## src/ncx_pkg.sv

```systemverilog
/*
 * ncx_pkg: shared constants for the nibble core execute block.
 * Operand selector codes, cycle counts, flag positions, reset values and ALU operation codes.
 * Assumes 12-bit instruction words and 4-bit data memory nibbles.
 */
package ncx_pkg;

	// operand selector codes
	localparam logic [1:0] SEL_A  = 2'h0;
	localparam logic [1:0] SEL_B  = 2'h1;
	localparam logic [1:0] SEL_MX = 2'h2;
	localparam logic [1:0] SEL_MY = 2'h3;

	// execution lengths in core clocks
	localparam logic [2:0] CYC_SHORT = 3'h5;
	localparam logic [2:0] CYC_LONG  = 3'h7;

	// flag bit positions inside the flag nibble (I D Z C)
	localparam int FLG_C = 0;
	localparam int FLG_Z = 1;
	localparam int FLG_D = 2;
	localparam int FLG_I = 3;

	// reset values
	localparam logic [3:0]  NIB_RST  = 4'h0;
	localparam logic [7:0]  SP_RST   = 8'h00;
	localparam logic [11:0] IDX_RST  = 12'h000;

	// page of the direct memory operand (addresses 000H..00FH)
	localparam logic [3:0] DIRECT_PAGE = 4'h0;
	localparam logic [7:0] DIRECT_HI   = 8'h00;

	// decimal adjust constants
	localparam logic [4:0] BCD_TEN = 5'h0A;
	localparam logic [3:0] BCD_SIX = 4'h6;

	localparam logic [7:0] ONE8  = 8'h01;
	localparam logic [3:0] ONE4  = 4'h1;

	// alu operations
	typedef enum logic [3:0] {
		OP_ADD  = 4'h0,
		OP_ADC  = 4'h1,
		OP_SUB  = 4'h2,
		OP_SBC  = 4'h3,
		OP_AND  = 4'h4,
		OP_OR   = 4'h5,
		OP_XOR  = 4'h6,
		OP_CMP  = 4'h7,
		OP_TST  = 4'h8,
		OP_RLC  = 4'h9,
		OP_RRC  = 4'hA,
		OP_NOT  = 4'hB,
		OP_PASS = 4'hC
	} ncx_op_t;

endpackage

```

## src/ncx_alu.sv

```systemverilog
/*
 * ncx_alu: 4-bit combinational arithmetic and logic unit.
 * Assumes the caller latches the result and flags; decimal adjust
 * applies only to add and subtract kinds when dec_i is high.
 */
`timescale 1ns/1ns
module ncx_alu
	import ncx_pkg::*;
(
	// operands
	input  wire logic [3:0] a_i,
	input  wire logic [3:0] b_i,
	input  wire logic       c_i,
	input  wire logic       dec_i,
	input  wire ncx_op_t    op_i,
	// results
	output logic      [3:0] res_o,
	output logic            z_o,
	output logic            c_o
);

	logic [4:0] sum;
	logic [4:0] dif;
	logic       cin;

	// arithmetic core with optional decimal adjust [RULE21]
	always_comb begin
		cin   = (op_i == OP_ADC || op_i == OP_SBC) ? c_i : 1'b0;
		sum   = {1'b0, a_i} + {1'b0, b_i} + {4'h0, cin};
		dif   = {1'b0, a_i} - {1'b0, b_i} - {4'h0, cin};
		res_o = a_i;
		c_o   = c_i;
		case (op_i)
			OP_ADD, OP_ADC: begin // [RULE6] [RULE23]
				res_o = sum[3:0];
				c_o   = sum[4];
				if (dec_i && sum >= BCD_TEN) begin
					res_o = sum[3:0] + BCD_SIX;
					c_o   = 1'b1;
				end
			end
			OP_SUB, OP_SBC, OP_CMP: begin // [RULE7] [RULE9] [RULE23]
				res_o = dif[3:0];
				c_o   = dif[4];
				if (dec_i && op_i != OP_CMP && dif[4])
					res_o = dif[3:0] - BCD_SIX;
			end
			OP_AND, OP_TST: res_o = a_i & b_i; // [RULE8] [RULE10]
			OP_OR:          res_o = a_i | b_i;
			OP_XOR:         res_o = a_i ^ b_i;
			OP_RLC: begin // [RULE11]
				res_o = {a_i[2:0], c_i};
				c_o   = a_i[3];
			end
			OP_RRC: begin // [RULE12]
				res_o = {c_i, a_i[3:1]};
				c_o   = a_i[0];
			end
			OP_NOT:  res_o = ~a_i; // [RULE17]
			OP_PASS: res_o = b_i;
			default: res_o = a_i;
		endcase
		z_o = (res_o == NIB_RST); // [RULE23]
	end

endmodule // ncx_alu

```

## src/ncx_core.sv

```systemverilog
/*
 * ncx_core: decode and execute for stack, stack pointer, arithmetic,
 * logic, rotate, memory step and indexed add/subtract instructions.
 * Assumes a fetch unit offers one 12-bit word with instr_valid_i and
 * waits for instr_ready_o; data memory reads are combinational.
 */
// Function
// [RULE1] two-bit selector picks A, B, MX, MY
// [RULE2] pop index nibble from stack, SP plus one
// [RULE3] pop four flags from stack in five
// [RULE4] load one SP nibble, flags untouched
// [RULE5] copy SP nibble to register, flags untouched
// [RULE6] add immediate or register, optional carry
// [RULE7] subtract immediate or register, optional borrow
// [RULE8] AND OR XOR update zero only
// [RULE9] compare sets flags, stores nothing
// [RULE10] bit test ANDs, sets zero only
// [RULE11] rotate left through carry, seven clocks
// [RULE12] rotate right through carry, five clocks
// [RULE13] increment or decrement direct memory nibble
// [RULE14] direct operand reaches 000H to 00FH only
// [RULE15] indexed add with carry, index post-increment
// [RULE16] indexed subtract with carry, index post-increment
// [RULE17] complement register, zero flag only
// [RULE18] index is page over eight-bit low part
// [RULE19] stack pointer built from two nibbles
// [RULE20] flag register holds I D Z C
// [RULE21] decimal flag adjusts decimal add/subtract
// [RULE22] hold busy for listed clock count
// [RULE23] zero on zero result, carry on overflow
`timescale 1ns/1ns
module ncx_core
	import ncx_pkg::*;
(
	// clock and reset
	input  wire logic        clk_i,
	input  wire logic        resetn_i,
	// instruction handshake
	input  wire logic [11:0] instr_i,
	input  wire logic        instr_valid_i,
	output logic             instr_ready_o,
	output logic             illegal_o,
	// data memory
	output logic      [11:0] mem_addr_o,
	input  wire logic [3:0]  mem_rdata_i,
	output logic      [3:0]  mem_wdata_o,
	output logic             mem_we_o,
	// architectural state
	output logic      [3:0]  acc_a_o,
	output logic      [3:0]  reg_b_o,
	output logic      [11:0] first_index_reg_o,
	output logic      [11:0] second_index_reg_o,
	output logic      [7:0]  stack_ptr_o,
	output logic      [3:0]  flags_o
);

	typedef enum logic [1:0] {
		ST_IDLE = 2'b01,
		ST_BUSY = 2'b10
	} ncx_state_t;

	typedef enum logic [3:0] {
		K_NONE, K_POPY, K_POPF, K_LDSP, K_STSP, K_ALU, K_MEMS, K_IDX
	} ncx_kind_t;

	ncx_state_t state_r;
	logic [2:0] cnt_r;
	logic [3:0] a_r;
	logic [3:0] b_r;
	logic [11:0] ix_r;        // first_index_page over first_index_low_byte
	logic [11:0] iy_r;        // second_index_page over second_index_low_byte
	logic [3:0] sph_r;        // stack_ptr_high_nibble
	logic [3:0] spl_r;        // stack_ptr_low_nibble
	logic [3:0] flg_r;

	// decode outputs
	ncx_kind_t   kind;
	ncx_op_t     op;
	logic [1:0]  dsel;
	logic [1:0]  ssel;
	logic        use_imm;
	logic        wr_dest;
	logic        upd_c;
	logic        dec_ok;
	logic        sp_hi;
	logic        step_y;
	logic [2:0]  ncyc;
	logic [3:0]  opa;
	logic [3:0]  opb;
	logic [3:0]  alu_res;
	logic        alu_z;
	logic        alu_c;
	logic        fire;
	logic [11:0] ea;

	wire [3:0] imm4 = instr_i[3:0];
	wire [7:0] sp_w = {sph_r, spl_r}; // [RULE19]

	// selector decode, shared by destination and source [RULE1]
	function automatic logic [3:0] sel_val(input logic [1:0] s,
		input logic [3:0] a, input logic [3:0] b, input logic [3:0] m);
		case (s)
			SEL_A:   sel_val = a;
			SEL_B:   sel_val = b;
			default: sel_val = m;
		endcase
	endfunction

	function automatic logic [11:0] sel_addr(input logic [1:0] s,
		input logic [11:0] x, input logic [11:0] y);
		sel_addr = (s == SEL_MY) ? y : x;
	endfunction

	// low byte post-increment keeps the page nibble [RULE18]
	function automatic logic [11:0] idx_inc(input logic [11:0] v);
		idx_inc = {v[11:8], v[7:0] + ONE8};
	endfunction

	assign fire          = instr_valid_i && state_r == ST_IDLE;
	assign instr_ready_o = (state_r == ST_IDLE);

	// instruction decode
	always_comb begin
		kind    = K_NONE;
		op      = OP_PASS;
		dsel    = instr_i[3:2];
		ssel    = instr_i[1:0];
		use_imm = 1'b0;
		wr_dest = 1'b1;
		upd_c   = 1'b1;
		dec_ok  = 1'b0;
		sp_hi   = 1'b0;
		step_y  = 1'b0;
		ncyc    = CYC_LONG;
		casez (instr_i)
			12'b1111_1101_100?, 12'b1111_1101_1010: begin
				kind = (instr_i[1]) ? K_POPF : K_POPY; // [RULE2] [RULE3]
				ncyc = CYC_SHORT;
			end
			12'b1111_111?_0???: begin
				kind  = instr_i[2] ? K_STSP : K_LDSP; // [RULE4] [RULE5]
				sp_hi = ~instr_i[4]; // bit 4 picks the low nibble
				dsel  = instr_i[1:0];
				ncyc  = CYC_SHORT;
			end
			12'b1100_????_????, 12'b1101_????_????: begin
				kind    = K_ALU;
				dsel    = instr_i[5:4];
				use_imm = 1'b1;
				case (instr_i[9:6])
					4'h0: begin op = OP_ADD; dec_ok = 1'b1; end
					4'h1: begin op = OP_ADC; dec_ok = 1'b1; end
					4'h2: op = OP_AND;
					4'h3: op = OP_OR;
					4'h4: op = OP_XOR;
					4'h5: begin op = OP_SBC; dec_ok = 1'b1; end
					4'h6: op = OP_TST;
					4'h7: op = OP_CMP;
					default: kind = K_NONE;
				endcase
				if (instr_i[9:6] == 4'h4 && instr_i[3:0] == 4'hF) begin
					op = OP_NOT; // NOT r shares the XOR-immediate row
					use_imm = 1'b0;
				end
				wr_dest = !(op == OP_CMP || op == OP_TST);
				upd_c   = !(op == OP_AND || op == OP_OR || op == OP_XOR
					|| op == OP_TST || op == OP_NOT);
			end
			12'b1010_1???_????: begin
				kind = K_ALU;
				dsel = instr_i[3:2];
				case (instr_i[6:4])
					3'h0: begin op = OP_ADD; dec_ok = 1'b1; end
					3'h1: begin op = OP_ADC; dec_ok = 1'b1; end
					3'h2: begin op = OP_SUB; dec_ok = 1'b1; end
					3'h3: begin op = OP_SBC; dec_ok = 1'b1; end
					3'h4: op = OP_AND;
					3'h5: op = OP_OR;
					3'h6: op = OP_XOR;
					default: op = OP_RLC;
				endcase
				upd_c = !(op == OP_AND || op == OP_OR || op == OP_XOR);
			end
			12'b1111_0000_????, 12'b1111_0001_????: begin
				kind    = K_ALU;
				dsel    = instr_i[3:2];
				op      = instr_i[4] ? OP_TST : OP_CMP;
				wr_dest = 1'b0;
				upd_c   = ~instr_i[4];
			end
			12'b1110_1000_11??: begin
				kind = K_ALU;
				op   = OP_RRC;
				dsel = instr_i[1:0];
				ncyc = CYC_SHORT;
			end
			12'b1111_0110_????, 12'b1111_0111_????: begin
				kind = K_MEMS; // [RULE13]
				op   = instr_i[4] ? OP_SUB : OP_ADD;
			end
			12'b1111_0010_1???, 12'b1111_0011_1???: begin
				kind   = K_IDX; // [RULE15] [RULE16]
				op     = instr_i[4] ? OP_SBC : OP_ADC;
				step_y = instr_i[2];
				dsel   = instr_i[2] ? SEL_MY : SEL_MX;
				ssel   = instr_i[1:0];
				dec_ok = 1'b1;
			end
			default: kind = K_NONE;
		endcase
	end

	// effective memory address for the operation
	always_comb begin
		case (kind)
			K_POPY, K_POPF: ea = {DIRECT_PAGE, sp_w};
			K_MEMS:         ea = {DIRECT_HI, imm4}; // [RULE14]
			default:        ea = sel_addr(dsel, ix_r, iy_r);
		endcase
	end

	// operand fetch through the selector decoder [RULE1]
	always_comb begin
		opa = sel_val(dsel, a_r, b_r, mem_rdata_i);
		opb = use_imm ? imm4
			: sel_val(ssel, a_r, b_r, mem_rdata_i);
		if (kind == K_MEMS) begin
			opa = mem_rdata_i;
			opb = ONE4;
		end
		if (kind == K_IDX)
			opb = sel_val(ssel, a_r, b_r, NIB_RST);
	end

	ncx_alu u_alu (
		.a_i   (opa),
		.b_i   (opb),
		.c_i   (flg_r[FLG_C]),
		.dec_i (flg_r[FLG_D] && dec_ok),
		.op_i  (op),
		.res_o (alu_res),
		.z_o   (alu_z),
		.c_o   (alu_c)
	);

	// busy counter: ready again after the listed clocks [RULE22]
	always_ff @(posedge clk_i) begin
		if (!resetn_i) begin
			state_r <= ST_IDLE;
			cnt_r   <= 3'h0;
		end else begin
			case (state_r)
				ST_IDLE: if (fire && ncyc > 3'h1) begin
					state_r <= ST_BUSY;
					cnt_r   <= ncyc - 3'h2;
				end
				ST_BUSY: if (cnt_r == 3'h0) state_r <= ST_IDLE;
					else cnt_r <= cnt_r - 3'h1;
				default: state_r <= ST_IDLE;
			endcase
		end
	end

	// memory write path, issued in the decode cycle
	always_comb begin
		mem_addr_o  = ea;
		mem_we_o    = 1'b0;
		mem_wdata_o = alu_res;
		if (fire) begin
			case (kind)
				K_ALU: mem_we_o = wr_dest && dsel[1];
				K_STSP: begin
					mem_we_o    = dsel[1]; // [RULE5]
					mem_wdata_o = sp_hi ? sph_r : spl_r;
				end
				K_MEMS, K_IDX: mem_we_o = 1'b1;
				default: mem_we_o = 1'b0;
			endcase
		end
	end

	// accumulator and B register updates
	always_ff @(posedge clk_i) begin
		if (!resetn_i) begin
			a_r <= NIB_RST;
			b_r <= NIB_RST;
		end else if (fire) begin
			if (kind == K_ALU && wr_dest && dsel == SEL_A) a_r <= alu_res;
			if (kind == K_ALU && wr_dest && dsel == SEL_B) b_r <= alu_res;
			if (kind == K_STSP && dsel == SEL_A)
				a_r <= sp_hi ? sph_r : spl_r; // [RULE5]
			if (kind == K_STSP && dsel == SEL_B)
				b_r <= sp_hi ? sph_r : spl_r;
		end
	end

	// index registers: pops and post-increment [RULE18]
	always_ff @(posedge clk_i) begin
		if (!resetn_i) begin
			ix_r <= IDX_RST;
			iy_r <= IDX_RST;
		end else if (fire) begin
			if (kind == K_POPY && instr_i[0])
				iy_r[3:0] <= mem_rdata_i; // [RULE2]
			if (kind == K_POPY && !instr_i[0])
				iy_r[7:4] <= mem_rdata_i;
			if (kind == K_IDX && !step_y) ix_r <= idx_inc(ix_r); // [RULE15]
			if (kind == K_IDX && step_y)  iy_r <= idx_inc(iy_r); // [RULE16]
		end
	end

	// stack pointer nibbles [RULE19]
	always_ff @(posedge clk_i) begin
		if (!resetn_i) begin
			sph_r <= SP_RST[7:4];
			spl_r <= SP_RST[3:0];
		end else if (fire) begin
			if (kind == K_POPY || kind == K_POPF)
				{sph_r, spl_r} <= sp_w + ONE8; // [RULE2] [RULE3]
			if (kind == K_LDSP && sp_hi)
				sph_r <= sel_val(dsel, a_r, b_r, mem_rdata_i); // [RULE4]
			if (kind == K_LDSP && !sp_hi)
				spl_r <= sel_val(dsel, a_r, b_r, mem_rdata_i);
		end
	end

	// flag register I D Z C [RULE20]
	always_ff @(posedge clk_i) begin
		if (!resetn_i) begin
			flg_r <= NIB_RST;
		end else if (fire) begin
			case (kind)
				K_POPF: flg_r <= mem_rdata_i; // [RULE3]
				K_ALU, K_MEMS, K_IDX: begin
					flg_r[FLG_Z] <= alu_z; // [RULE23]
					if (upd_c) flg_r[FLG_C] <= alu_c;
				end
				default: flg_r <= flg_r; // [RULE4] [RULE5]
			endcase
		end
	end

	// state outputs come straight from the registers
	assign acc_a_o            = a_r;
	assign reg_b_o            = b_r;
	assign first_index_reg_o  = ix_r;
	assign second_index_reg_o = iy_r;
	assign stack_ptr_o        = sp_w;
	assign flags_o            = flg_r;
	assign illegal_o          = fire && kind == K_NONE;

	// checks

	a_busy_long: assert property (@(posedge clk_i) disable iff (!resetn_i)
		fire && ncyc == CYC_LONG |=> !instr_ready_o [*6] ##1 instr_ready_o)
		else $error("long op busy length wrong"); // [RULE22]

	a_busy_short: assert property (@(posedge clk_i) disable iff (!resetn_i)
		fire && ncyc == CYC_SHORT |=> !instr_ready_o [*4] ##1 instr_ready_o)
		else $error("short op busy length wrong"); // [RULE22]

	a_pop_sp_inc: assert property (@(posedge clk_i) disable iff (!resetn_i)
		fire && kind == K_POPF |=> stack_ptr_o == $past(sp_w) + ONE8)
		else $error("pop did not bump stack pointer"); // [RULE3]

	a_ldsp_flags: assert property (@(posedge clk_i) disable iff (!resetn_i)
		fire && (kind == K_LDSP || kind == K_STSP) |=> $stable(flags_o))
		else $error("sp move changed flags"); // [RULE4]

	a_zero_flag: assert property (@(posedge clk_i) disable iff (!resetn_i)
		fire && kind == K_ALU |=> flags_o[FLG_Z] == (($past(alu_res)) == 4'h0))
		else $error("zero flag mismatch"); // [RULE23]

	a_logic_carry: assert property (@(posedge clk_i) disable iff (!resetn_i)
		fire && kind == K_ALU && (op == OP_AND || op == OP_OR)
		|=> flags_o[FLG_C] == $past(flg_r[FLG_C]))
		else $error("logic op touched carry"); // [RULE8]

	a_cmp_nowrite: assert property (@(posedge clk_i) disable iff (!resetn_i)
		fire && op == OP_CMP |=> acc_a_o == $past(a_r) && reg_b_o == $past(b_r))
		else $error("compare stored a result"); // [RULE9]

	a_idx_page: assert property (@(posedge clk_i) disable iff (!resetn_i)
		fire && kind == K_IDX && !step_y
		|=> first_index_reg_o[11:8] == $past(ix_r[11:8])
		&& first_index_reg_o[7:0] == $past(ix_r[7:0]) + ONE8)
		else $error("index post-increment wrong"); // [RULE15]

	a_direct_range: assert property (@(posedge clk_i) disable iff (!resetn_i)
		fire && kind == K_MEMS |-> mem_addr_o[11:4] == DIRECT_HI && mem_we_o)
		else $error("direct operand out of range"); // [RULE14]

endmodule // ncx_core

```

## config.mk

```make
export PLATFORM = sky130hd
export DESIGN_NAME = ncx_core
export DESIGN_NICKNAME = d
export VERILOG_FILES = /design/src/ncx_pkg.sv /design/src/ncx_alu.sv /design/src/ncx_core.sv
export SDC_FILE = /design/constraint.sdc
export NUM_CORES = 1
export LEC_CHECK = 0
export ABC_CLOCK_PERIOD_IN_PS = 6350
export BUFFER_PORTS_ARGS = -buffer_cell sky130_fd_sc_hd__buf_2
export CAP_MARGIN = 20
export CORE_ASPECT_RATIO = 0.7
export CORE_UTILIZATION = 58
export DETAILED_ROUTE_END_ITERATION = 8
export PLACE_DENSITY = 0.82
export REMOVE_ABC_BUFFERS = 1
export SKIP_CTS_REPAIR_TIMING = 1
export SLEW_MARGIN = 20
export SYNTH_ARGS = -nofsm -noshare
export SYNTH_HDL_FRONTEND = slang
export SYNTH_SLANG_ARGS = --single-unit
```

## constraint.sdc

```tcl
create_clock -name clk_i -period 6.35 [get_ports clk_i]
set_input_delay 0.635 -clock clk_i [delete_from_list [all_inputs] [get_ports clk_i]]
set_output_delay 0.635 -clock clk_i [all_outputs]
set_load 0.1 [all_outputs]
```

-- Word level (Yosys, flattened, before mapping)
Index checks and enable logic that the tools add are counted.
- flip-flop bits (word level): 41
- latch bits: 0
- memory bits (writable): 0
- memory bits (read-only): 0
- input bits: 19
- output and inout port bits: 63
- logic and storage cells: 240
- memories: 0
- add/sub/neg operators: 11
- $mul: 0
- div/mod/pow operators: 0
- order comparisons: 2
- equal/unequal tests: 66
- shifts and indexed selects: 0
- mux-type cells: 64
- bitwise logic cells: 5
- reductions and logical operators: 80
- operators with widths (kind ; number):
    two-way mux 4 bit ; 23
    == test 4 x 3 -> 1 bit (second input constant) ; 19
    == test 4 bit (second input constant) ; 10
    == test 8 bit (second input constant) ; 5
    case mux 4 bit (9 select lines) ; 1
    case mux 4 bit (8 select lines) ; 1
    case mux 4 bit (7 select lines) ; 1
    adder 8 x 1 -> 8 bit (second input constant) ; 3
    == test 4 x 2 -> 1 bit (second input constant) ; 6
    case mux 4 bit (2 select lines) ; 3
    case mux 4 bit (6 select lines) ; 1
    logical AND 1 bit ; 20
    AND reduction 2 bit ; 10
    OR reduction 2 bit ; 10
    == test 9 bit (second input constant) ; 2
    case mux 3 bit (6 select lines) ; 1
    logical NOT 4 bit ; 4
    two-way mux 8 bit ; 2
    case mux 8 bit (2 select lines) ; 1
    nonzero test 2 bit ; 8
    == test 12 bit (second input constant) ; 1
    == test 4 x 1 -> 1 bit (second input constant) ; 3
    two-way mux 2 bit ; 6
    two-way mux 3 bit ; 4
    43 further kinds ; 83

-- Longest topological paths before layout
Gate-level depths: netlist of run 1.
- depth after elaboration: 15
- gate-level depth with buffers: 20
- depth with buffers taken out: 18

-- Modules after synthesis
A second synthesis of run 1 with hierarchy kept.
- cells, all modules: 674
- area total of the unflattened synthesis: 4929.7 um2
- modules (own cells, without submodules) (module ; instances ; cells an instance ; area an instance (um2) ; sequential area each (um2)):
    ncx_core ; 1 ; 509 ; 3753.6 ; 820.8
    ncx_alu ; 1 ; 165 ; 1176.1 ; 0.0

-- Worst setup path before layout of run 1
Ideal clock, no wire load.
- kind: input port to output port
- from: input instr_i[10]
- to: output mem_wdata_o[2]
- arrival: 5.735 ns
- required time: 5.715 ns
- slack: -0.020 ns
- stages on the path: 19
- buffers on the path: 2
- cell sequence: buf_4 nand4b_1 or4_1 buf_4 o211a_2 nor3_4 nand3_1 fa_1 inv_1 fa_1 inv_1 ha_1 o211ai_1 a21o_1 nand2b_1 mux2_2 o211ai_1 nor3_1 mux2i_1
- cells in the longest elaborated chain, start to end: 14
- elaborated cells between the ends (all ways): 76
- classes of those cells: add/sub: 6; order compare: 1; eq/ne: 30; mux: 18; bitwise: 4; reduce/logical: 17
- RTL lines (element ; RTL line ; text):
    from (decl) ; ncx_core.sv:39 ; input wire logic [11:0] instr_i,
    == test 10 bit (tied with other cells) ; ncx_core.sv:135 ; casez (instr_i)
    OR reduction 4 bit (no source line) (tied with other cells) ; - ;
    case mux 3 bit (6 select lines) (tied with other cells) ; ncx_core.sv:135 ;
    == test 4 x 3 -> 1 bit (tied with other cells) ; ncx_core.sv:227 ; if (kind == K_MEMS) begin
    two-way mux 4 bit / case mux 4 bit (2 select lines) (equally long branches) ; ncx_core.sv:227, ncx_core.sv:102 ;
    two-way mux 4 bit (on tied branches) ; ncx_core.sv:231, ncx_core.sv:227 ;
    adder 4 x 4 -> 5 bit ; ncx_alu.sv:29 ; sum = {1'b0, a_i} + {1'b0, b_i} + {4'h0, cin};
    adder 5 x 1 -> 5 bit ; ncx_alu.sv:29 ;
    >= comparator 5 x 4 -> 1 bit ; ncx_alu.sv:37 ; if (dec_i && sum >= BCD_TEN) begin
    logical AND 1 bit ; ncx_alu.sv:37 ;
    two-way mux 4 bit ; ncx_alu.sv:37 ;
    case mux 4 bit (9 select lines) ; ncx_alu.sv:33 ; case (op_i)
    two-way mux 4 bit ; ncx_core.sv:270 ; case (kind)
    two-way mux 4 bit (*) ; ncx_core.sv:269 ; if (fire) begin
    to (decl) ; ncx_core.sv:46 ; output logic [3:0] mem_wdata_o,
Every way passes the cells marked *; elsewhere a longest branch is shown, timed or not.

-- Worst setup path in the final report of run 1
- from: input instr_i[7]
- to: output mem_wdata_o[3]
- cells in the longest elaborated chain, start to end: 15
- elaborated cells between the ends (all ways): 90
- classes of those cells: add/sub: 6; order compare: 1; eq/ne: 35; mux: 24; bitwise: 4; reduce/logical: 20
- RTL lines (element ; RTL line ; text):
    == test 4 x 3 -> 1 bit (tied with other cells) ; ncx_core.sv:150, ncx_core.sv:161 ;
    OR reduction 8 bit (no source line) (tied with other cells) ; - ;
    two-way mux 3 bit (tied with other cells) ; ncx_core.sv:150 ; case (instr_i[9:6])
    case mux 3 bit (6 select lines) (tied with other cells) ; ncx_core.sv:135 ;
    == test 4 x 3 -> 1 bit (tied with other cells) ; ncx_core.sv:227 ;
    two-way mux 4 bit (tied with other cells) ; ncx_core.sv:227 ;
    two-way mux 4 bit / logical OR 1 bit (equally long branches) ; ncx_core.sv:231, ncx_alu.sv:28 ;
    adder 4 x 4 -> 5 bit / two-way mux 1 bit (equally long branches) ; ncx_alu.sv:29, ncx_alu.sv:28 ;
    adder 5 x 1 -> 5 bit ; ncx_alu.sv:29 ;
    >= comparator 5 x 4 -> 1 bit ; ncx_alu.sv:37 ;
    logical AND 1 bit ; ncx_alu.sv:37 ;
    two-way mux 4 bit ; ncx_alu.sv:37 ;
    case mux 4 bit (9 select lines) ; ncx_alu.sv:33 ;
    two-way mux 4 bit ; ncx_core.sv:270 ;
    two-way mux 4 bit (*) ; ncx_core.sv:269 ;
Every way passes the cells marked *; elsewhere a longest branch is shown, timed or not. The select of a mux whose other input is x is not followed.

==> flow_summary.json, run 1 <==
{
  "crit_type": "input port to output pin",
  "nets": 742,
  "synth.distinct_cells": 94,
  "core_area_um2": 7940,
  "synth.avg_cell_area_um2": 7.42,
  "setup_ws_ns": 0.357,
  "synth-async-reset-ratio_pct": 0,
  "relSlewSlack_pct": 36.3,
  "start_kind": "input port",
  "port_buffers": 69,
  "regArea_um2": 821,
  "fin_worst_skew_ns": 0.00521,
  "stdcell_area_um2": 5310,
  "drc_errors": 0,
  "cap_violations": 0,
  "num_rows": 27,
  "period_needed_ns": 5.99,
  "dpl_cell_area_um2": 5160,
  "die-height_um": 78.1,
  "pre_cts_ws_ns": 0.336,
  "dr.pass1.iters": 5,
  "grt_pass1_wl_um": 25000,
  "crit_required_ns": 5.71,
  "critical_path.most_common_cell": "mux2i_1",
  "gr-usage-all-layers_pct": 36.1,
  "wl_um": 15700,
  "cp-end-kind": "output pin",
  "path_buf_inv": 3,
  "multi_input_area_um2": 3670,
  "max_freq_ghz": 0.167,
  "crit_family": "simple AND/OR/NAND/NOR gates",
  "finalHoldViolCount": 0,
  "dpl.hpwl_um": 12000,
  "crit_slowest_cell": "nor4_4",
  "syn_area_um2": 4800,
  "tightest_slew_ns": 0.947,
  "start_util_pct": 60.5,
  "antenna_found_initial": 0,
  "reg2reg_setup_slack_ns": 2.06,
  "status": "finished, final reports clean",
  "grtUsageMet3_pct": 9.11,
  "synth_top_area_share_pct": 17.1,
  "rsz0062_at_grt": "no",
  "wl_per_cell_um": 19.6,
  "cts_tree": "done",
  "synth_edf_count": 0,
  "grt-ovfl-total": 0,
  "drv_slew": 0,
  "use_met1_pct": 55.8,
  "p_leak_nw": 2.25,
  "vias": 5330,
  "yosysSeqAreaShare_pct": 17.1,
  "cp_cell_sequence": "buf_2, nand2_1, nor4_4, o21a_1, a21oi_1, a31oi_1, mux2i_1, ha_1, inv_1, ha_1, a21oi_1, xor2_1, nor3b_1, xor2_1, nor2b_1, mux2i_1, and3_1, mux2i_1, buf_12",
  "p_total_mw": 0.842,
  "insertion_delay_ns": 0.30,
  "crit_path_max_fanout": 19,
  "ys_top_cells_by_count": "nor2_1 (69), nand2_1 (51), a21oi_1 (43)",
  "viasPerCell": 6.65,
  "critPathMaxStageDelay_ns": 0.54,
  "cts_buffers": 5,
  "drive_above_1_share_pct": 18.4,
  "cts-root-buf": "clkbuf_16",
  "synth.most_common_cell": "nor2_1",
  "cts_max_level": 2,
  "fillers": 676,
  "grt_pass1_vias": 4624,
  "drt_iter0_markers": 938,
  "ant_nets": 0,
  "clk_pin_slew_ns": 0.06,
  "ys_seq_elements": 41,
  "dieArea_um2": 8650,
  "synth-main-ff-cell": "dfxtp_1",
  "gp_congestion": 0.983,
  "period_share_pct": 94.4,
  "setup_violations": 0,
  "ios": 82,
  "synth_area_leaders": "dfxtp_1 (17%), mux2i_1 (5.6%), nor2_1 (5.4%)",
  "areaGrowthSynthToFinish_pct": 10.7,
  "grt_max_degree": 36,
  "powerDensity_nw_per_um2": 158,
  "use_met2_pct": 49.4,
  "clock_path_buffers": 2,
  "netlist_instances": 647,
  "diodes": 0,
  "clock-sinks": 41,
  "peakVddDrop_uv": 176,
  "hold_path.class": "flop to flop",
  "worstPathArrival_ns": 5.36,
  "synth_top_cell_by_area": "dfxtp_1",
  "yosys_warnings": 0,
  "final_core_utilization_pct": 66.9,
  "busiest_layer": "met1",
  "die_w_um": 111
}
flip-flops by register name (all words and copies together) (netlist names):
| name | cells |
|---|---|
| sph_r | 4 |
| state_r | 2 |
| spl_r | 4 |
| first_index_reg_o | 8 |
| cnt_r | 3 |
| second_index_reg_o | 8 |
| flags_o | 4 |
| acc_a_o | 4 |
| reg_b_o | 4 |
routing by layer:
metal	part of all wire, %	wire length [um]
met1	46	7220
met2	40	6250
met3	13	2060
met4	1.0	159
met5	0	0
cells by family after synthesis:
family | count (synthesis) | share of synthesized area [%]
xor+xnor | 13 | 2.37
other cells | 1 | 0.0781
mux | 31 | 6.57
fa+ha+maj | 23 | 6.62
flops | 41 | 17.1
simple gates | 288 | 33.9
compound gates | 180 | 25.9
buf+inv | 70 | 7.51
where the power goes:
part | internal [mW] | switching (mW)
logic | 0.0899 | 0.220
registers | 0.260 | 0.00267
clock network | 0.148 | 0.122
total | 0.498 | 0.344
final cells by class:
class                   instances  share of cell area (%)
well taps                     101                    2.38
multi-input cells             547                    69.1
flip-flops and latches         41                    15.4
repair buffers                 78                    8.34
clock inverters                 3                   0.471
inverters                      27                    1.93
clock buffers                   5                    2.35
worst paths after layout:
path	startpoint	to	cells past startpoint
worst max register to register	acc_a_o[0]$_SDFFE_PN0P_	reg_b_o[1]$_SDFFE_PN0P_	17
worst min-delay path	cnt_r[1]$_SDFFE_PN0P_	cnt_r[1]$_SDFFE_PN0P_	2
worst min register to register	cnt_r[1]$_SDFFE_PN0P_	cnt_r[1]$_SDFFE_PN0P_	2
worst max-delay path	instr_i[7]	mem_wdata_o[3]	19
stage by stage:
step	instances	TNS [ns]	hold slack, ns
6_report	802	0	0.476
5_1_grt	802	0	0.501
4_1_cts	802	0	0.478
3_5_place_dp	794	0	0.454
3_3_place_gp	794	0	0.441
2_1_floorplan	615	-0.924	0.432
tightest hold or removal path: cells and delay by family, from the launching register on:
family	cells	cell delay (ns)
flops	1	0.31
simple gates	1	0.06
compound gates	1	0.05
layout by cell type (no fill, tap or decap), types with 6 or more instances in the layout:
| master | instances |
|---|---|
| inv_1 | 24 |
| and2_1 | 14 |
| nor2_1 | 69 |
| a211oi_1 | 9 |
| nand2b_1 | 8 |
| nor2b_1 | 17 |
| o21ai_1 | 6 |
| o211ai_1 | 6 |
| conb_1 | 12 |
| a21oi_1 | 43 |
| nand2_1 | 51 |
| ha_1 | 19 |
| xor2_1 | 9 |
| o21ai_0 | 42 |
| nand4b_1 | 10 |
| nor4_1 | 8 |
| buf_4 | 9 |
| o21a_1 | 6 |
| nand3_1 | 28 |
| mux2i_1 | 27 |
| nor3_1 | 17 |
| o31ai_1 | 7 |
| and3_1 | 16 |
| buf_2 | 67 |
| a22oi_1 | 8 |
| dfxtp_1 | 41 |
Note: power is estimated with default switching activity, not from simulation.
==> run 2: changes to the inputs <==
CORE_ASPECT_RATIO = default   (was 0.7)
==> flow_summary.json, run 2 (synthesis gave the netlist of run 1 again) <==
{
  "fin_worst_skew_ns": 0.0217,
  "grt_max_degree": 32,
  "min_to": "cnt_r[1]$_SDFFE_PN0P_",
  "drive_above_1_share_pct": 18.8,
  "r2r_cells": 18,
  "critPathMaxStageDelay_ns": 0.62,
  "areaGrowthSynthToFinish_pct": 10.4,
  "setup_violations": 0,
  "crit_family": "simple AND/OR/NAND/NOR gates",
  "cts_tree": "done",
  "start_util_pct": 61.2,
  "cp-end-kind": "output pin",
  "cts_buffers": 5,
  "fillers": 712,
  "crit_type": "input port to output pin",
  "gr-usage-all-layers_pct": 35.0,
  "clock_path_buffers": 2,
  "ant_nets": 0,
  "drv_slew": 0,
  "crit_path_max_fanout": 15,
  "tightest_slew_ns": 0.846,
  "post-place-cells": 793,
  "grt_pass1_wl_um": 24100,
  "dr.pass1.iters": 7,
  "rr_endpoint": "reg_b_o[1]$_SDFFE_PN0P_",
  "dpl_cell_area_um2": 5150,
  "cap_violations": 0,
  "finalHoldViolCount": 0,
  "die-height_um": 93.0,
  "wl_um": 15100,
  "crit_required_ns": 5.71,
  "grt-ovfl-total": 0,
  "dpl.hpwl_um": 11700,
  "core_area_um2": 7850,
  "clock-sinks": 41,
  "dieArea_um2": 8650,
  "mostFrequentLayoutCell": "nor2_1",
  "fin_cells": 804,
  "wl_per_cell_um": 18.8,
  "nets": 743,
  "r2r_start": "acc_a_o[0]$_SDFFE_PN0P_",
  "cts-root-buf": "clkbuf_8",
  "min_path_cells": 2,
  "reg2reg_setup_slack_ns": 2.08,
  "fin_tns_setup_ns": 0,
  "p_leak_nw": 2.24,
  "worstPathArrival_ns": 5.29,
  "port_buffers": 69,
  "layout_common_cells": "nor2_1 (69), buf_2 (67), nand2_1 (51)",
  "drc_errors": 0,
  "period_needed_ns": 5.93,
  "num_rows": 32,
  "powerDensity_nw_per_um2": 149,
  "path_buf_inv": 4,
  "diodes": 0,
  "min_from": "cnt_r[1]$_SDFFE_PN0P_",
  "status": "finished, final reports clean",
  "die_w_um": 93.0,
  "peakVddDrop_uv": 136,
  "gp_congestion": 0.979,
  "crit_slowest_cell": "or4_4",
  "ios": 82,
  "fin_hold_ws_ns": 0.464,
  "antenna_found_initial": 0,
  "viasPerCell": 6.62,
  "rsz0062_at_grt": "no",
  "drt_iter0_markers": 542,
  "vias": 5319,
  "grt_pass1_vias": 4736,
  "cts_max_level": 2,
  "insertion_delay_ns": 0.32,
  "relSlewSlack_pct": 42.1,
  "clk_pin_slew_ns": 0.08,
  "hold_path.class": "flop to flop",
  "stdcell_area_um2": 5300,
  "period_share_pct": 93.4,
  "start_kind": "input port",
  "cp_cell_sequence": "buf_2, nand4b_1, or4_4, o211a_2, nor3_4, nand3_1, fa_1, inv_1, fa_1, inv_1, ha_1, o211ai_1, a21o_1, nand2b_1, mux2_2, o211ai_1, nor3_1, mux2i_1, buf_12",
  "max_freq_ghz": 0.169
}
==> run 2: power by group <==
group | internal, mW | switching [mW] | total, mW | leakage [nW]
clock network | 0.118 | 0.103 | 0.221 | 0.0554
logic | 0.0896 | 0.216 | 0.305 | 1.85
registers | 0.260 | 0.00273 | 0.263 | 0.331
total | 0.468 | 0.321 | 0.789 | 2.24
==> run 2: worst min-delay path, delay by kind of cell (launching register included) <==
kind,cells,cell delay [ns]
DFF,1,0.32
AOI/OAI and AO/OA,1,0.05
and+or+nand+nor,1,0.05
==> run 2: area by class of cell <==
type | count | area (um^2) | area share [%]
tap | 102 | 128 | 2.41
inverter | 27 | 103 | 1.94
timing repair buffer | 79 | 450 | 8.50
multi-input combinational | 547 | 3690 | 69.6
sequential | 41 | 821 | 15.5
clock buffer | 6 | 72.6 | 1.37
clock inverter | 2 | 38.8 | 0.732
==> run 2: how the worst max path moves through the flow <==
stage          depth (start not counted)        endpoint  startpoint
2_1_floorplan                         17  mem_wdata_o[3]  instr_i[8]
3_3_place_gp                          19  mem_wdata_o[3]  instr_i[7]
3_5_place_dp                          19  mem_wdata_o[3]  instr_i[7]
4_1_cts                               19  mem_wdata_o[3]  instr_i[7]
5_1_grt                               20  mem_wdata_o[3]  instr_i[8]
6_report                              19  mem_wdata_o[2]  instr_i[3]
==> run 2: per-stage QoR <==
stage	util (%)	power [mW]	worst slack (ns)
after floorplan	-	0.488	-0.410
after global placement	65.6	0.562	0.452
after detailed placement	65.6	0.567	0.142
after CTS	67.0	0.787	0.106
after global routing	67.5	0.823	0.0334
final	67.5	0.789	0.422
==> run 2: per-layer routing <==
metal	wire length (um)	track usage, %
met5	0	0
met4	320	8.85
met3	1660	6.99
met2	6810	54.9
met1	6360	49.0
==> run 3: changes to the inputs <==
ABC_AREA = 1   (was default)
SYNTH_HIERARCHICAL = 1   (was default)
==> flow_summary.json, run 3 <==
{
  "status": "finished, final reports clean",
  "max_freq_ghz": 0.168,
  "ys_top_cells_by_count": "nand2_1 (206), inv_1 (116), nor2_1 (63)",
  "synth_top_area_share_pct": 17.5,
  "gp_congestion": 1.02,
  "antenna_found_initial": 0,
  "regArea_um2": 821,
  "layout_common_cells": "nand2_1 (206), inv_1 (116), buf_2 (69)",
  "gr-usage-all-layers_pct": 36.4,
  "setup_violations": 0,
  "synth-main-ff-cell": "dfxtp_1",
  "period_share_pct": 93.6,
  "clk_pin_slew_ns": 0.09,
  "ios": 82,
  "p_int_mw": 0.502,
  "synth-async-reset-ratio_pct": 0,
  "critPathMaxStageDelay_ns": 0.57,
  "cp-end-kind": "output pin",
  "ant_nets": 0,
  "synth_top_cell_by_area": "dfxtp_1",
  "fin_worst_skew_ns": 0.0128,
  "synth_area_leaders": "dfxtp_1 (18%), nand2_1 (17%), inv_1 (9.3%)",
  "port_buffers": 69,
  "rsz0062_at_grt": "no",
  "diodes": 0,
  "relSlewSlack_pct": 47.8,
  "mostFrequentLayoutCell": "nand2_1",
  "die_w_um": 91.8,
  "worstPathArrival_ns": 5.31,
  "peakVddDrop_uv": 203,
  "p_comb_share_pct": 40.9,
  "fin_tns_setup_ns": 0,
  "die-height_um": 91.8,
  "dieArea_um2": 8430,
  "cts_buffers": 5,
  "pre_cts_ws_ns": 0.520,
  "period_needed_ns": 5.94,
  "fillers": 732,
  "synth.distinct_cells": 47,
  "critical_path.most_common_cell": "nand3_1",
  "cap_violations": 0,
  "synth.most_common_cell": "nand2_1",
  "cts_tree": "done",
  "grt_pass1_vias": 4992,
  "synth_edf_count": 0,
  "start_util_pct": 60.3,
  "wl_um": 15200,
  "dpl_cell_area_um2": 5050,
  "dr.pass1.iters": 5,
  "crit_slowest_cell": "fa_1",
  "final_core_utilization_pct": 66.8,
  "hold_path.class": "flop to flop",
  "syn_area_um2": 4680,
  "yosys_warnings": 6,
  "vias": 5468,
  "areaGrowthSynthToFinish_pct": 10.9,
  "netlist_instances": 781,
  "drc_errors": 0,
  "crit_required_ns": 5.71,
  "crit_type": "input port to output pin",
  "crit_path_max_fanout": 11,
  "powerDensity_nw_per_um2": 172,
  "tightest_slew_ns": 0.774,
  "setup_ws_ns": 0.409,
  "grt_pass1_wl_um": 24500,
  "drive_above_1_share_pct": 15.1,
  "dpl.hpwl_um": 12000,
  "swShare_pct": 43.9,
  "nets": 890,
  "wl_per_cell_um": 16.0,
  "clock_path_buffers": 2,
  "num_rows": 32,
  "drt_iter0_markers": 389,
  "start_kind": "input port",
  "p_switching_mw": 0.393,
  "cts-root-buf": "clkbuf_8",
  "grt-ovfl-total": 0,
  "finalHoldViolCount": 0,
  "multi_input_area_um2": 3280,
  "synth.avg_cell_area_um2": 5.99,
  "viasPerCell": 5.76,
  "insertion_delay_ns": 0.30,
  "core_area_um2": 7770,
  "clock-sinks": 41,
  "drv_slew": 0,
  "cts_max_level": 2,
  "ys_seq_elements": 41,
  "p_leak_nw": 2.67,
  "yosysSeqAreaShare_pct": 17.5,
  "grt_max_degree": 29,
  "seq_power_share_pct": 29.5,
  "clockPowerShare_pct": 29.6,
  "stdcell_area_um2": 5190
}
==> run 3: final cells by class <==
class	count	area share, %
inverter	122	8.83
sequential	41	15.8
timing repair buffer	71	6.94
clock inverter	3	1.33
tap	102	2.46
multi-input combinational	605	63.3
clock buffer	5	1.33
==> run 3: final timing paths <==
kind	startpoint	endpoint	slack (ns)	cells past startpoint
max	instr_i[6]	mem_wdata_o[3]	0.41	26
min	flags_o[3]$_SDFFE_PN0P_	flags_o[3]$_SDFFE_PN0P_	0.47	2
max reg2reg	reg_b_o[2]$_SDFFE_PN0P_	flags_o[0]$_SDFFE_PN0P_	2.60	20
min reg2reg	flags_o[3]$_SDFFE_PN0P_	flags_o[3]$_SDFFE_PN0P_	0.47	2
==> run 3: logic make-up after synthesis <==
logic type	Yosys count	share of synthesized area (%)
other	1	0.0801
buffers and inverters	146	13.2
AO/OA/AOI/OAI	151	18.3
AND/OR/NAND/NOR	398	40.0
flip-flops	41	17.5
adder cells (fa/ha/maj)	25	7.32
XOR/XNOR	19	3.56
==> run 3: metal layers <==
metal  wire length [um]  track usage, %  share of wire, %
met5                  0               0                 0
met4                369            10.9               2.4
met3               1600            6.38                11
met2               7010            61.5                46
met1               6180            47.2                41
==> run 3: metrics by stage <==
| step | power, mW | std cells | hold WS (ns) |
|---|---|---|---|
| 5_1_grt | 0.939 | 949 | 0.507 |
| 3_5_place_dp | 0.628 | 941 | 0.460 |
| 3_3_place_gp | 0.620 | 941 | 0.450 |
| 2_1_floorplan | 0.548 | 768 | 0.442 |
| 4_1_cts | 0.891 | 949 | 0.474 |
| 6_report | 0.895 | 949 | 0.474 |
==> run 3: worst max-delay path, delay by kind of cell <==
kind,cells,cell delay [ns]
buffers and inverters,5,1.02
and+or+nand+nor,15,1.87
adders and majority gates,2,1.01
AOI/OAI and AO/OA,4,0.77
==> run 3: power by group through the flow <==
stage	clock network [mW]	registers, mW	logic (mW)
3_5_place_dp	0	0.270	0.358
4_1_cts	0.268	0.264	0.360
3_3_place_gp	0	0.269	0.351
6_report	0.265	0.264	0.366
2_1_floorplan	0	0.279	0.270
5_1_grt	0.279	0.264	0.395
